===== config.mk =====
export PLATFORM = sky130hd
export DESIGN_NAME = lsedc_device_flat
export DESIGN_NICKNAME = d
export VERILOG_FILES = /design/src/verilog/lsedc_pkg.sv /design/src/verilog/lsedc_if.sv /design/src/verilog/lsedc_device.sv /design/src/flat_wrapper.sv
export SDC_FILE = /design/constraint.sdc
export NUM_CORES = 1
export LEC_CHECK = 0
export ABC_AREA = 0
export CAP_MARGIN = 0
export CELL_PAD_IN_SITES_DETAIL_PLACEMENT = 1
export CELL_PAD_IN_SITES_GLOBAL_PLACEMENT = 1
export CORE_MARGIN = 3
export CORE_UTILIZATION = 52
export CTS_BUF_LIST = sky130_fd_sc_hd__clkbuf_4 sky130_fd_sc_hd__clkbuf_8
export DETAILED_ROUTE_END_ITERATION = 10
export DONT_BUFFER_PORTS = 1
export PLACE_DENSITY = 0.88
export SLEW_MARGIN = 15
export SYNTH_ARGS = -nofsm -noshare
export SYNTH_HDL_FRONTEND = slang
export SYNTH_SLANG_ARGS = --single-unit

===== constraint.sdc =====
create_clock -name ref_clk_i -period 2.4 [get_ports ref_clk_i]
set_input_delay 0.36 -clock ref_clk_i [delete_from_list [all_inputs] [get_ports ref_clk_i]]
set_output_delay 0.36 -clock ref_clk_i [all_outputs]
set_load 0.005 [all_outputs]

===== src/verilog/lsedc_pkg.sv =====
// package: constants shared by the sink driver and its host controller
`default_nettype none
package lsedc_pkg;
  localparam int CHANNELS = 16;
  localparam int SEQ_LEN = 5;
  // entry/resume pin patterns, cycle 1 in bit 0
  localparam logic [4:0] BLANK_SEQ = 5'h1D; // H L H H H
  localparam logic [4:0] LATCH_ENTRY_SEQ = 5'h08; // L L L H L
  localparam logic [4:0] LATCH_RESUME_SEQ = 5'h00; // L L L L L
  // detection dwell with the blank pin low
  localparam int DETECT_TIME_NS = 1000;
  localparam int CLK_PERIOD_NS = 25;
  localparam int DETECT_CYCLES = (DETECT_TIME_NS + CLK_PERIOD_NS - 1) / CLK_PERIOD_NS;
  localparam int DWELL_W = 7;
  localparam logic [DWELL_W-1:0] DWELL_LAST = DWELL_W'(DETECT_CYCLES - 1);
  localparam logic [15:0] ALL_ONES = 16'hFFFF;
  localparam logic [15:0] ALL_ZEROS = 16'h0000;
  localparam logic [2:0] SEQ_CNT_LAST = 3'h4;
  localparam logic [4:0] CNT_LAST = 5'h0F;
endpackage : lsedc_pkg
`default_nettype wire

===== src/verilog/lsedc_if.sv =====
// interface: serial, latch and enable pins between host and sink driver
`default_nettype none
interface lsedc_if;
  logic serial_in_pin;
  logic serial_out_pin;
  logic latch_and_detect_select;
  logic blank_and_detect_select;
  modport device (
    input serial_in_pin, latch_and_detect_select, blank_and_detect_select,
    output serial_out_pin
  );
  modport host (
    output serial_in_pin, latch_and_detect_select, blank_and_detect_select,
    input serial_out_pin
  );
endinterface : lsedc_if
`default_nettype wire


===== src/verilog/lsedc_device.sv =====
// sink driver end: shift chain, storage latch, blanking, detection and power saving
`default_nettype none
// Operation
// host enters detection by five-cycle pin pattern
// detection mode samples data from sixth edge
// host shifts sixteen ones during detection
// host latches ones before detection pass
// blank low in detection evaluates channels
// host holds blank low at least 1 us
// blank high loads results into shift chain
// results use normal data bit order
// repeat detection only after resuming normal
// host resumes normal with latch held low
// entry and resume sequences must alternate
// current at most half programmed flags open
// output at least 2.6 V flags short
// no active latched bit enters shutdown
// device powers up in shutdown
// latch transparent high, holds when low
// blank high turns all channels off
// latched one switches channel on
// sequence pins sampled per edge, mismatch discards
// otherwise normal latch and enable behaviour
module lsedc_device (
  // clock and reset
  input wire logic ref_clk_i,
  input wire logic srst_i,
  // pins toward the host
  lsedc_if.device pins,
  // analog comparator results per channel (1 = fault seen)
  input wire logic [15:0] open_fault_i,
  input wire logic [15:0] short_fault_i,
  // channel drive and status
  output logic [15:0] sink_channel_o,
  output logic shutdown_o,
  output logic detect_mode_o,
  output logic evaluating_o
);
  // ----------------------------------------------------------------
  // sequence recogniser
  // ----------------------------------------------------------------
  logic [2:0] seq_cnt_q, seq_cnt_d;
  logic blank_ok, latch_entry_ok, latch_resume_ok, seq_match, seq_done;
  logic [15:0] shift_q, shift_d, store_q, sense_fault;
  logic det_q, eval_q, eval_d;
  // a sequence is only the pattern at cnt; a miss restarts, retrying cycle 1
  assign blank_ok = pins.blank_and_detect_select == lsedc_pkg::BLANK_SEQ[seq_cnt_q];
  assign latch_entry_ok =
    pins.latch_and_detect_select == lsedc_pkg::LATCH_ENTRY_SEQ[seq_cnt_q];
  assign latch_resume_ok =
    pins.latch_and_detect_select == lsedc_pkg::LATCH_RESUME_SEQ[seq_cnt_q];
  // only the pattern leading out of the present mode is watched
  assign seq_match = blank_ok && (det_q ? latch_resume_ok : latch_entry_ok);
  assign seq_done = seq_match && (seq_cnt_q == lsedc_pkg::SEQ_CNT_LAST);
  // a cycle-1 match after a miss restarts at cycle 2
  always_comb begin
    if (seq_done) begin
      seq_cnt_d = 3'h0;
    end else if (seq_match) begin
      seq_cnt_d = seq_cnt_q + 3'h1;
    end else if (pins.blank_and_detect_select == lsedc_pkg::BLANK_SEQ[0] &&
                 !pins.latch_and_detect_select) begin
      seq_cnt_d = 3'h1;
    end else begin
      seq_cnt_d = 3'h0;
    end
  end
  always_ff @(posedge ref_clk_i) begin
    if (srst_i) begin
      seq_cnt_q <= 3'h0;
    end else begin
      seq_cnt_q <= seq_cnt_d;
    end
  end
  // mode flag; entry takes effect so the sixth edge already samples data
  always_ff @(posedge ref_clk_i) begin
    if (srst_i) begin
      det_q <= 1'b0;
    end else if (seq_done) begin
      det_q <= !det_q;
    end
  end
  // ----------------------------------------------------------------
  // shift chain, latch and detection capture
  // ----------------------------------------------------------------
  // evaluation window: blank low while in detection mode
  assign eval_d = det_q && !pins.blank_and_detect_select;
  assign sense_fault = open_fault_i | short_fault_i;
  // fault flags: one per channel, same position as display data
  always_comb begin
    if (eval_q && pins.blank_and_detect_select) begin
      shift_d = ~sense_fault & store_q;
    end else begin
      shift_d = {shift_q[14:0], pins.serial_in_pin};
    end
  end
  always_ff @(posedge ref_clk_i) begin
    if (srst_i) begin
      shift_q <= lsedc_pkg::ALL_ZEROS;
      eval_q <= 1'b0;
    end else begin
      shift_q <= shift_d;
      eval_q <= eval_d;
    end
  end
  // transparent while the latch pin is high, modelled per edge
  always_ff @(posedge ref_clk_i) begin
    if (srst_i) begin
      store_q <= lsedc_pkg::ALL_ZEROS;
    end else if (pins.latch_and_detect_select) begin
      store_q <= shift_d;
    end
  end
  // ----------------------------------------------------------------
  // outputs
  // ----------------------------------------------------------------
  logic [15:0] chan_d;
  logic [15:0] drive_q;
  logic sdo_q, shut_q;
  assign chan_d = pins.blank_and_detect_select ? lsedc_pkg::ALL_ZEROS : store_q;
  always_ff @(posedge ref_clk_i) begin
    if (srst_i) begin
      drive_q <= lsedc_pkg::ALL_ZEROS;
      sdo_q <= 1'b0;
      shut_q <= 1'b1;
    end else begin
      drive_q <= chan_d;
      sdo_q <= shift_d[15];
      shut_q <= (store_q == lsedc_pkg::ALL_ZEROS);
    end
  end
  assign sink_channel_o = drive_q;
  assign pins.serial_out_pin = sdo_q;
  assign shutdown_o = shut_q;
  assign detect_mode_o = det_q;
  assign evaluating_o = eval_q;
endmodule : lsedc_device
`default_nettype wire


===== src/flat_wrapper.sv =====
// flat-port wrapper written by rule: the top's interface ports become plain ports
module lsedc_device_flat 
  (ref_clk_i, srst_i, open_fault_i, short_fault_i, sink_channel_o, shutdown_o, detect_mode_o, evaluating_o, pins_serial_in_pin, pins_latch_and_detect_select, pins_blank_and_detect_select, pins_serial_out_pin);
  lsedc_if pins_i ();
  input wire logic ref_clk_i;
  input wire logic srst_i;
  input wire logic [15:0] open_fault_i;
  input wire logic [15:0] short_fault_i;
  output logic [15:0] sink_channel_o;
  output logic shutdown_o;
  output logic detect_mode_o;
  output logic evaluating_o;
  input wire logic [$bits(pins_i.serial_in_pin)-1:0] pins_serial_in_pin;
  input wire logic [$bits(pins_i.latch_and_detect_select)-1:0] pins_latch_and_detect_select;
  input wire logic [$bits(pins_i.blank_and_detect_select)-1:0] pins_blank_and_detect_select;
  output wire logic [$bits(pins_i.serial_out_pin)-1:0] pins_serial_out_pin;
  assign pins_i.serial_in_pin = pins_serial_in_pin;
  assign pins_i.latch_and_detect_select = pins_latch_and_detect_select;
  assign pins_i.blank_and_detect_select = pins_blank_and_detect_select;
  assign pins_serial_out_pin = pins_i.serial_out_pin;
  lsedc_device u_core (.ref_clk_i(ref_clk_i), .srst_i(srst_i), .pins(pins_i), .open_fault_i(open_fault_i), .short_fault_i(short_fault_i), .sink_channel_o(sink_channel_o), .shutdown_o(shutdown_o), .detect_mode_o(detect_mode_o), .evaluating_o(evaluating_o));
endmodule

==> results.yml, run 1 <==
worst_setup_path:
  r2r_slack_ns: 0.77
  crit_type: "reg2reg"
  r2r_start: "u_core.evaluating_o$_SDFF_PP0_"
  worst_ep_arrival_time_ns: 1.83
  startpoint_type: "register"
  crit_fanout: 32
  startpoint: "u_core.evaluating_o$_SDFF_PP0_"
  cp-endpoint: "u_core.store_q[4]$_SDFFE_PP0P_"
  crit_path_end_kind: "register"
  crit_required_ns: 2.60
  r2r_cells: 3
  reg2reg_to: "u_core.store_q[4]$_SDFFE_PP0P_"
timing:
  final_hold_viol_count: 0
  max_slew_margin: 0.322
  whs_ns: 0.103
  rsz0062_at_grt: "false"
  maxSlewViolCount: 0
  fin_crit_sh: 0.681
  setup_tns_ns: 0
  worst_pin_slew_ns: 1.01
  setup_ws_ns: 0.766
  fin_crit_ns: 1.63
  final.setup_skew_ns: 0.00752
  setup_viol: 0
  fmax_ghz: 0.612
clocking:
  tritoncts: "built"
  postCtsHoldBufs: 0
  htree_levels: 2
  clkSlewWorstSetupHoldPaths_ns: 0.10
  cts.path.max_buffers: 2
  cts.sinks: 54
  cts_resized: 0
  numCtsBuffers: 5
  clockRootBuffer: "clkbuf_8"
  worstSkewPairLatency_ns: 0.31
  cts_setup_buffers: 0
placement:
  portBuffers: 0
  hpwlAfterDp_mm: 3.40
  gp_congestion: 0.740
  pre_cts_slack_ns: 0.774
logic_synthesis:
  synth.largest_area_cell: "dfxtp_1"
  netlist_area_um2: 2080
  yosys_warnings: 0
  syn_nets: 270
  synthMostInstantiatedCell: "dfxtp_1"
  synth-seq-area-share: 0.520
  syn-instance-count: 229
  synth_top_area_frac: 0.520
  synthArstFlopShare: 0
  ys_types: 28
  synth.area.top_cells: "dfxtp_1, a21oi_1, nand3_1"
  syn_avg_cell_area_um2: 9.08
  synth_enable_flop_cells: 0
  synth_ff_type: "dfxtp_1"
  ys_seq_elements: 54
  netlist_top_cells_count: "dfxtp_1, a21oi_1, nand3_1"
grt:
  grt_max_degree: 39
  grt_pass1_vias: 1719
  antenna_found_initial: 0
  grt.overflow.total: 0
  grt_pass1_wl_mm: 8.10
  grtUsageTotal: 0.209
cells_and_area:
  fillers: 460
  nets: 264
  utilization: 0.573
  drive_gt1_frac: 0.0446
  register_area_um2: 1080
  multiInputGateArea_um2: 892
  synthToLayoutAreaGrowth_pct: 3.25
  antenna_cells: 0
floorplan:
  die_area_um2: 4790
  io_pins: 57
  initial_core_util: 0.555
  die_h_um: 69.2
  rows: 22
  dieWidth_um: 69.2
  core_um2: 3740
run_status:
  status: "complete, no violations"
routing:
  drcViolationCount: 0
  dr.pass1.iters: 4
  routed_wl_mm: 4.69
  via_per_inst: 5.81
  drtAntennaViolNets: 0
  detail_route.wl_per_cell_um: 17.2
  dr_total_vias: 1579
  drt_iter0_drc: 101
pwr:
  power_per_cell_area_nw_per_um2: 681
  p_leak_uw: 0.000770
  peakVddDrop_uv: 453
flow_run:
  maxCapViolCount: 0
hold_path:
  hold_path_class: "in2reg"
[sequential cells by signal, indices dropped and copies added, names as in the netlist]
register                    cells
u_core.pins.serial_out_pin      1
u_core.store_q                 16
u_core.shutdown_o               1
u_core.evaluating_o             1
u_core.detect_mode_o            1
u_core.sink_channel_o          16
u_core.seq_cnt_q                3
u_core.shift_q                 15
[worst min-delay path by stage]
stage | startpoint | endpoint | slack, ns | cells after the start
after floorplan | u_core.shift_q[13]$_SDFF_PP0_ | u_core.shift_q[14]$_SDFF_PP0_ | 0.43 | 2
after global placement | srst_i | u_core.store_q[0]$_SDFFE_PP0P_ | 0.43 | 1
after detailed placement | srst_i | u_core.detect_mode_o$_SDFFE_PP0P_ | 0.44 | 1
after CTS | srst_i | u_core.shift_q[2]$_SDFF_PP0_ | 0.1 | 1
after global routing | srst_i | u_core.shift_q[2]$_SDFF_PP0_ | 0.08 | 1
final | srst_i | u_core.shift_q[2]$_SDFF_PP0_ | 0.10 | 1
[cells by family (layout without fill, tap and decap cells)]
kind of cell,after synthesis,count (layout),synth area share
buffers and inverters,18,13,0.0506
adders and majority gates,4,4,0.0241
and+or+nand+nor,101,101,0.252
xor gates and xnor gates,2,2,0.00843
AOI/OAI and AO/OA,49,49,0.140
muxes,1,1,0.00482
DFF,54,54,0.520
[final cells by class]
cell class	instances	area share
clock inverter	2	0.00641
clock buffer	6	0.0356
multi-input combinational	157	0.416
sequential	54	0.504
inverter	4	0.00700
tap	48	0.0280
timing repair buffer	1	0.00350
[layout by cell type (no fill, tap or decap), drive strengths merged]
cell | synthesis | layout
a2111o | 1 | 1
nor4 | 5 | 5
o31ai | 1 | 1
a211o | 1 | 1
buf | 12 | 1
xnor2 | 2 | 2
ha | 4 | 4
nand2b | 7 | 7
a21oi | 27 | 27
nand3 | 23 | 23
nor2b | 10 | 10
and2 | 18 | 18
clkbuf | 2 | 6
nand2 | 18 | 18
nor3 | 1 | 1
a21o | 1 | 1
a41o | 2 | 2
nor4b | 1 | 1
inv | 4 | 4
dfxtp | 54 | 54
or2b | 1 | 1
a31oi | 16 | 16
mux2i | 1 | 1
nor2 | 17 | 17
clkinv | 0 | 2
[routing by layer]
layer,vias up,share of wire,global-route usage
met5,-,0,0
met4,0,0.010,0.0521
met3,6,0.058,0.0667
met2,44,0.50,0.365
met1,753,0.43,0.246
li1,776,-,-
[stage by stage]
stage | power, µW | area (µm²) | std cells
after floorplan | 983 | 2080 | 229
after global placement | 972 | 2060 | 264
after detailed placement | 977 | 2060 | 264
after CTS | 1480 | 2150 | 272
after global routing | 1540 | 2150 | 272
final | 1460 | 2150 | 272
[report_power, final]
group          leakage (µW)  internal, µW  switching [µW]  total [µW]
Sequential         0.000436           904            6.88         911
Combinational      0.000285          21.6            23.4        45.0
Clock             0.0000486           218             288         506
[critical path, stage by stage, from the launching register on]
cell	delay, ns
dfxtp_1	0.38
nand2_1	0.60
a31oi_1	0.44
a21oi_1	0.11
Note: power is estimated with default switching activity, not from simulation.
==> run 2: changes to the inputs <==
- CORE_UTILIZATION: 52 -> 43
- PLACE_DENSITY: 0.88 -> 0.78
- clock period: 2.4 -> 1.5 ns (I/O delays scaled with it)
==> run 2 against run 1 <==
  * Global-route usage decreased by 4.5 points
  * Sequential cell count unchanged
  * Fmax increased by 16%
  * Wire length decreased by 7.0%
  * Worst setup slack got worse by 0.67 ns
  * Power increased by 73%
  * Sequential power increased by 60%
  * Register-to-register slack got worse by 0.67 ns
  * Critical path type unchanged
==> results.yml, run 2 (synthesis gave the netlist of run 1 again) <==
floorplan:
  die_h_um: 75.5
  core_um2: 4500
  die_area_um2: 5700
  io_pins: 57
  dieWidth_um: 75.5
  rows: 24
  initial_core_util: 0.461
routing:
  drcViolationCount: 0
  drtAntennaViolNets: 0
  via_per_inst: 5.64
  routed_wl_mm: 4.36
  drt_iter0_drc: 63
  dr.pass1.iters: 4
  dr_total_vias: 1584
  detail_route.wl_per_cell_um: 15.5
worst_setup_path:
  cp_top_family: "compound AO/OA/AOI/OAI gates"
  startpoint_type: "register"
  crit_top_cell: "ha_1"
  startpoint: "u_core.seq_cnt_q[0]$_SDFF_PP0_"
  path_cells: "ha_1 -> ha_1 -> nand2b_1 -> a2111o_1 -> o31ai_1"
  slowest_delay_ns: 0.41
  crit_path_end_kind: "register"
  crit_type: "reg2reg"
  r2r_start: "u_core.seq_cnt_q[0]$_SDFF_PP0_"
  r2r_slack_ns: 0.1
  crit_slowest_cell: "a2111o_1"
  critPathBufInv: 0
  crit_required_ns: 1.73
  crit_fanout: 4
  worst_ep_arrival_time_ns: 1.63
hold_path:
  hp-start: "pins_serial_in_pin"
  hold_path_class: "in2reg"
clocking:
  htree_levels: 2
  worstSkewPairLatency_ns: 0.31
  numCtsBuffers: 5
  tritoncts: "built"
  cts_resized: 0
  clockRootBuffer: "clkbuf_8"
  cts.sinks: 54
  clkSlewWorstSetupHoldPaths_ns: 0.09
  cts.path.max_buffers: 2
timing:
  setup_ws_ns: 0.0960
  fin_crit_sh: 0.936
  maxSlewViolCount: 0
  fin_crit_ns: 1.40
  final.setup_skew_ns: 0.00521
  setup_tns_ns: 0
  max_slew_margin: 0.662
  rsz0062_at_grt: "false"
  final_hold_viol_count: 0
  setup_viol: 0
  worst_pin_slew_ns: 0.502
  fmax_ghz: 0.712
cells_and_area:
  synthToLayoutAreaGrowth_pct: 7.04
  fillers: 520
  final_cell_mix: "dfxtp_1, a21oi_1, nand3_1"
  antenna_cells: 0
  nets: 269
  drive_gt1_frac: 0.0655
  layout_commonest_cell: "dfxtp_1"
pwr:
  power_per_cell_area_nw_per_um2: 1140
  p_leak_uw: 0.000805
  peakVddDrop_uv: 530
flow_run:
  maxCapViolCount: 0
grt:
  grt.overflow.total: 0
  grtUsageTotal: 0.164
  grt_pass1_wl_mm: 6.97
  antenna_found_initial: 0
  grt_pass1_vias: 1543
  grt_max_degree: 37
run_status:
  status: "complete, no violations"
placement:
  gp_congestion: 0.726
  pre_cts_slack_ns: 0.106
  hpwlAfterDp_mm: 2.95
  portBuffers: 0
-- run 2: cell types whose count changed in the layout (fill, tap and decap cells not counted), sizes merged --
| cell | previous run | this run |
|---|---|---|
| buf | 1 | 6 |
| bufinv | 0 | 1 |
| clkinvlp | 0 | 1 |
| clkinv | 2 | 0 |
-- run 2: power breakdown --
part,internal (µW),total (µW),switching (µW)
logic,40.1,90.0,49.9
clock network,516,984,468
registers,1450,1460,10.3
-- run 2: worst register-to-register path, stage by stage, from the launching register on --
cell      delay, ns
dfxtp_1        0.39
ha_1           0.17
ha_1           0.18
nand2b_1       0.10
a2111o_1       0.41
o31ai_1        0.06
-- run 2: repair_timing --
item | 4_1_cts | 5_1_grt
hold endpoints to repair | 34 | 0
buffers inserted | 0 | 0
endpoints found under the setup margin | 0 | 0
hold buffers | 1 | 0
-- run 2: path summary, 6_finish.rpt --
| path | to | cells after the start |
|---|---|---|
| hold / removal | u_core.shift_q[0]$_SDFF_PP0_ | 2 |
| setup / recovery | u_core.seq_cnt_q[0]$_SDFF_PP0_ | 5 |
| hold reg to reg | u_core.shift_q[14]$_SDFF_PP0_ | 2 |
| setup reg to reg | u_core.seq_cnt_q[0]$_SDFF_PP0_ | 5 |
-- run 2: layer usage --
layer | vias up | GRT usage | wire length (µm)
met5 | - | 0 | 0
met4 | 0 | 0.0641 | 68
met3 | 7 | 0.0541 | 226
met2 | 40 | 0.273 | 2060
met1 | 746 | 0.195 | 2010
li1 | 791 | - | -
-- run 2: area by class of cell --
type                            count  area [µm²]  area share
Timing Repair Buffer                6        57.6      0.0259
Clock buffer                        6        76.3      0.0343
Clock inverter                      2        37.5      0.0169
Multi-Input combinational cell    157         892       0.401
Sequential cell                    54        1080       0.486
Tap cell                           52        65.1      0.0292
Inverter                            4        15.0     0.00675
-- run 2: stage by stage --
| stage | hold slack (ns) | instances | total power [µW] | area, µm² | util |
|---|---|---|---|---|---|
| 2_1_floorplan | 0.361 | 229 | 1570 | 2080 | - |
| 3_3_place_gp | 0.299 | 272 | 1560 | 2090 | 0.464 |
| 5_1_grt | 0.0453 | 281 | 2620 | 2220 | 0.494 |
| 6_report | 0.0396 | 281 | 2530 | 2220 | 0.494 |
| 4_1_cts | 0.0360 | 281 | 2570 | 2220 | 0.494 |
| 3_5_place_dp | 0.301 | 272 | 1560 | 2090 | 0.464 |
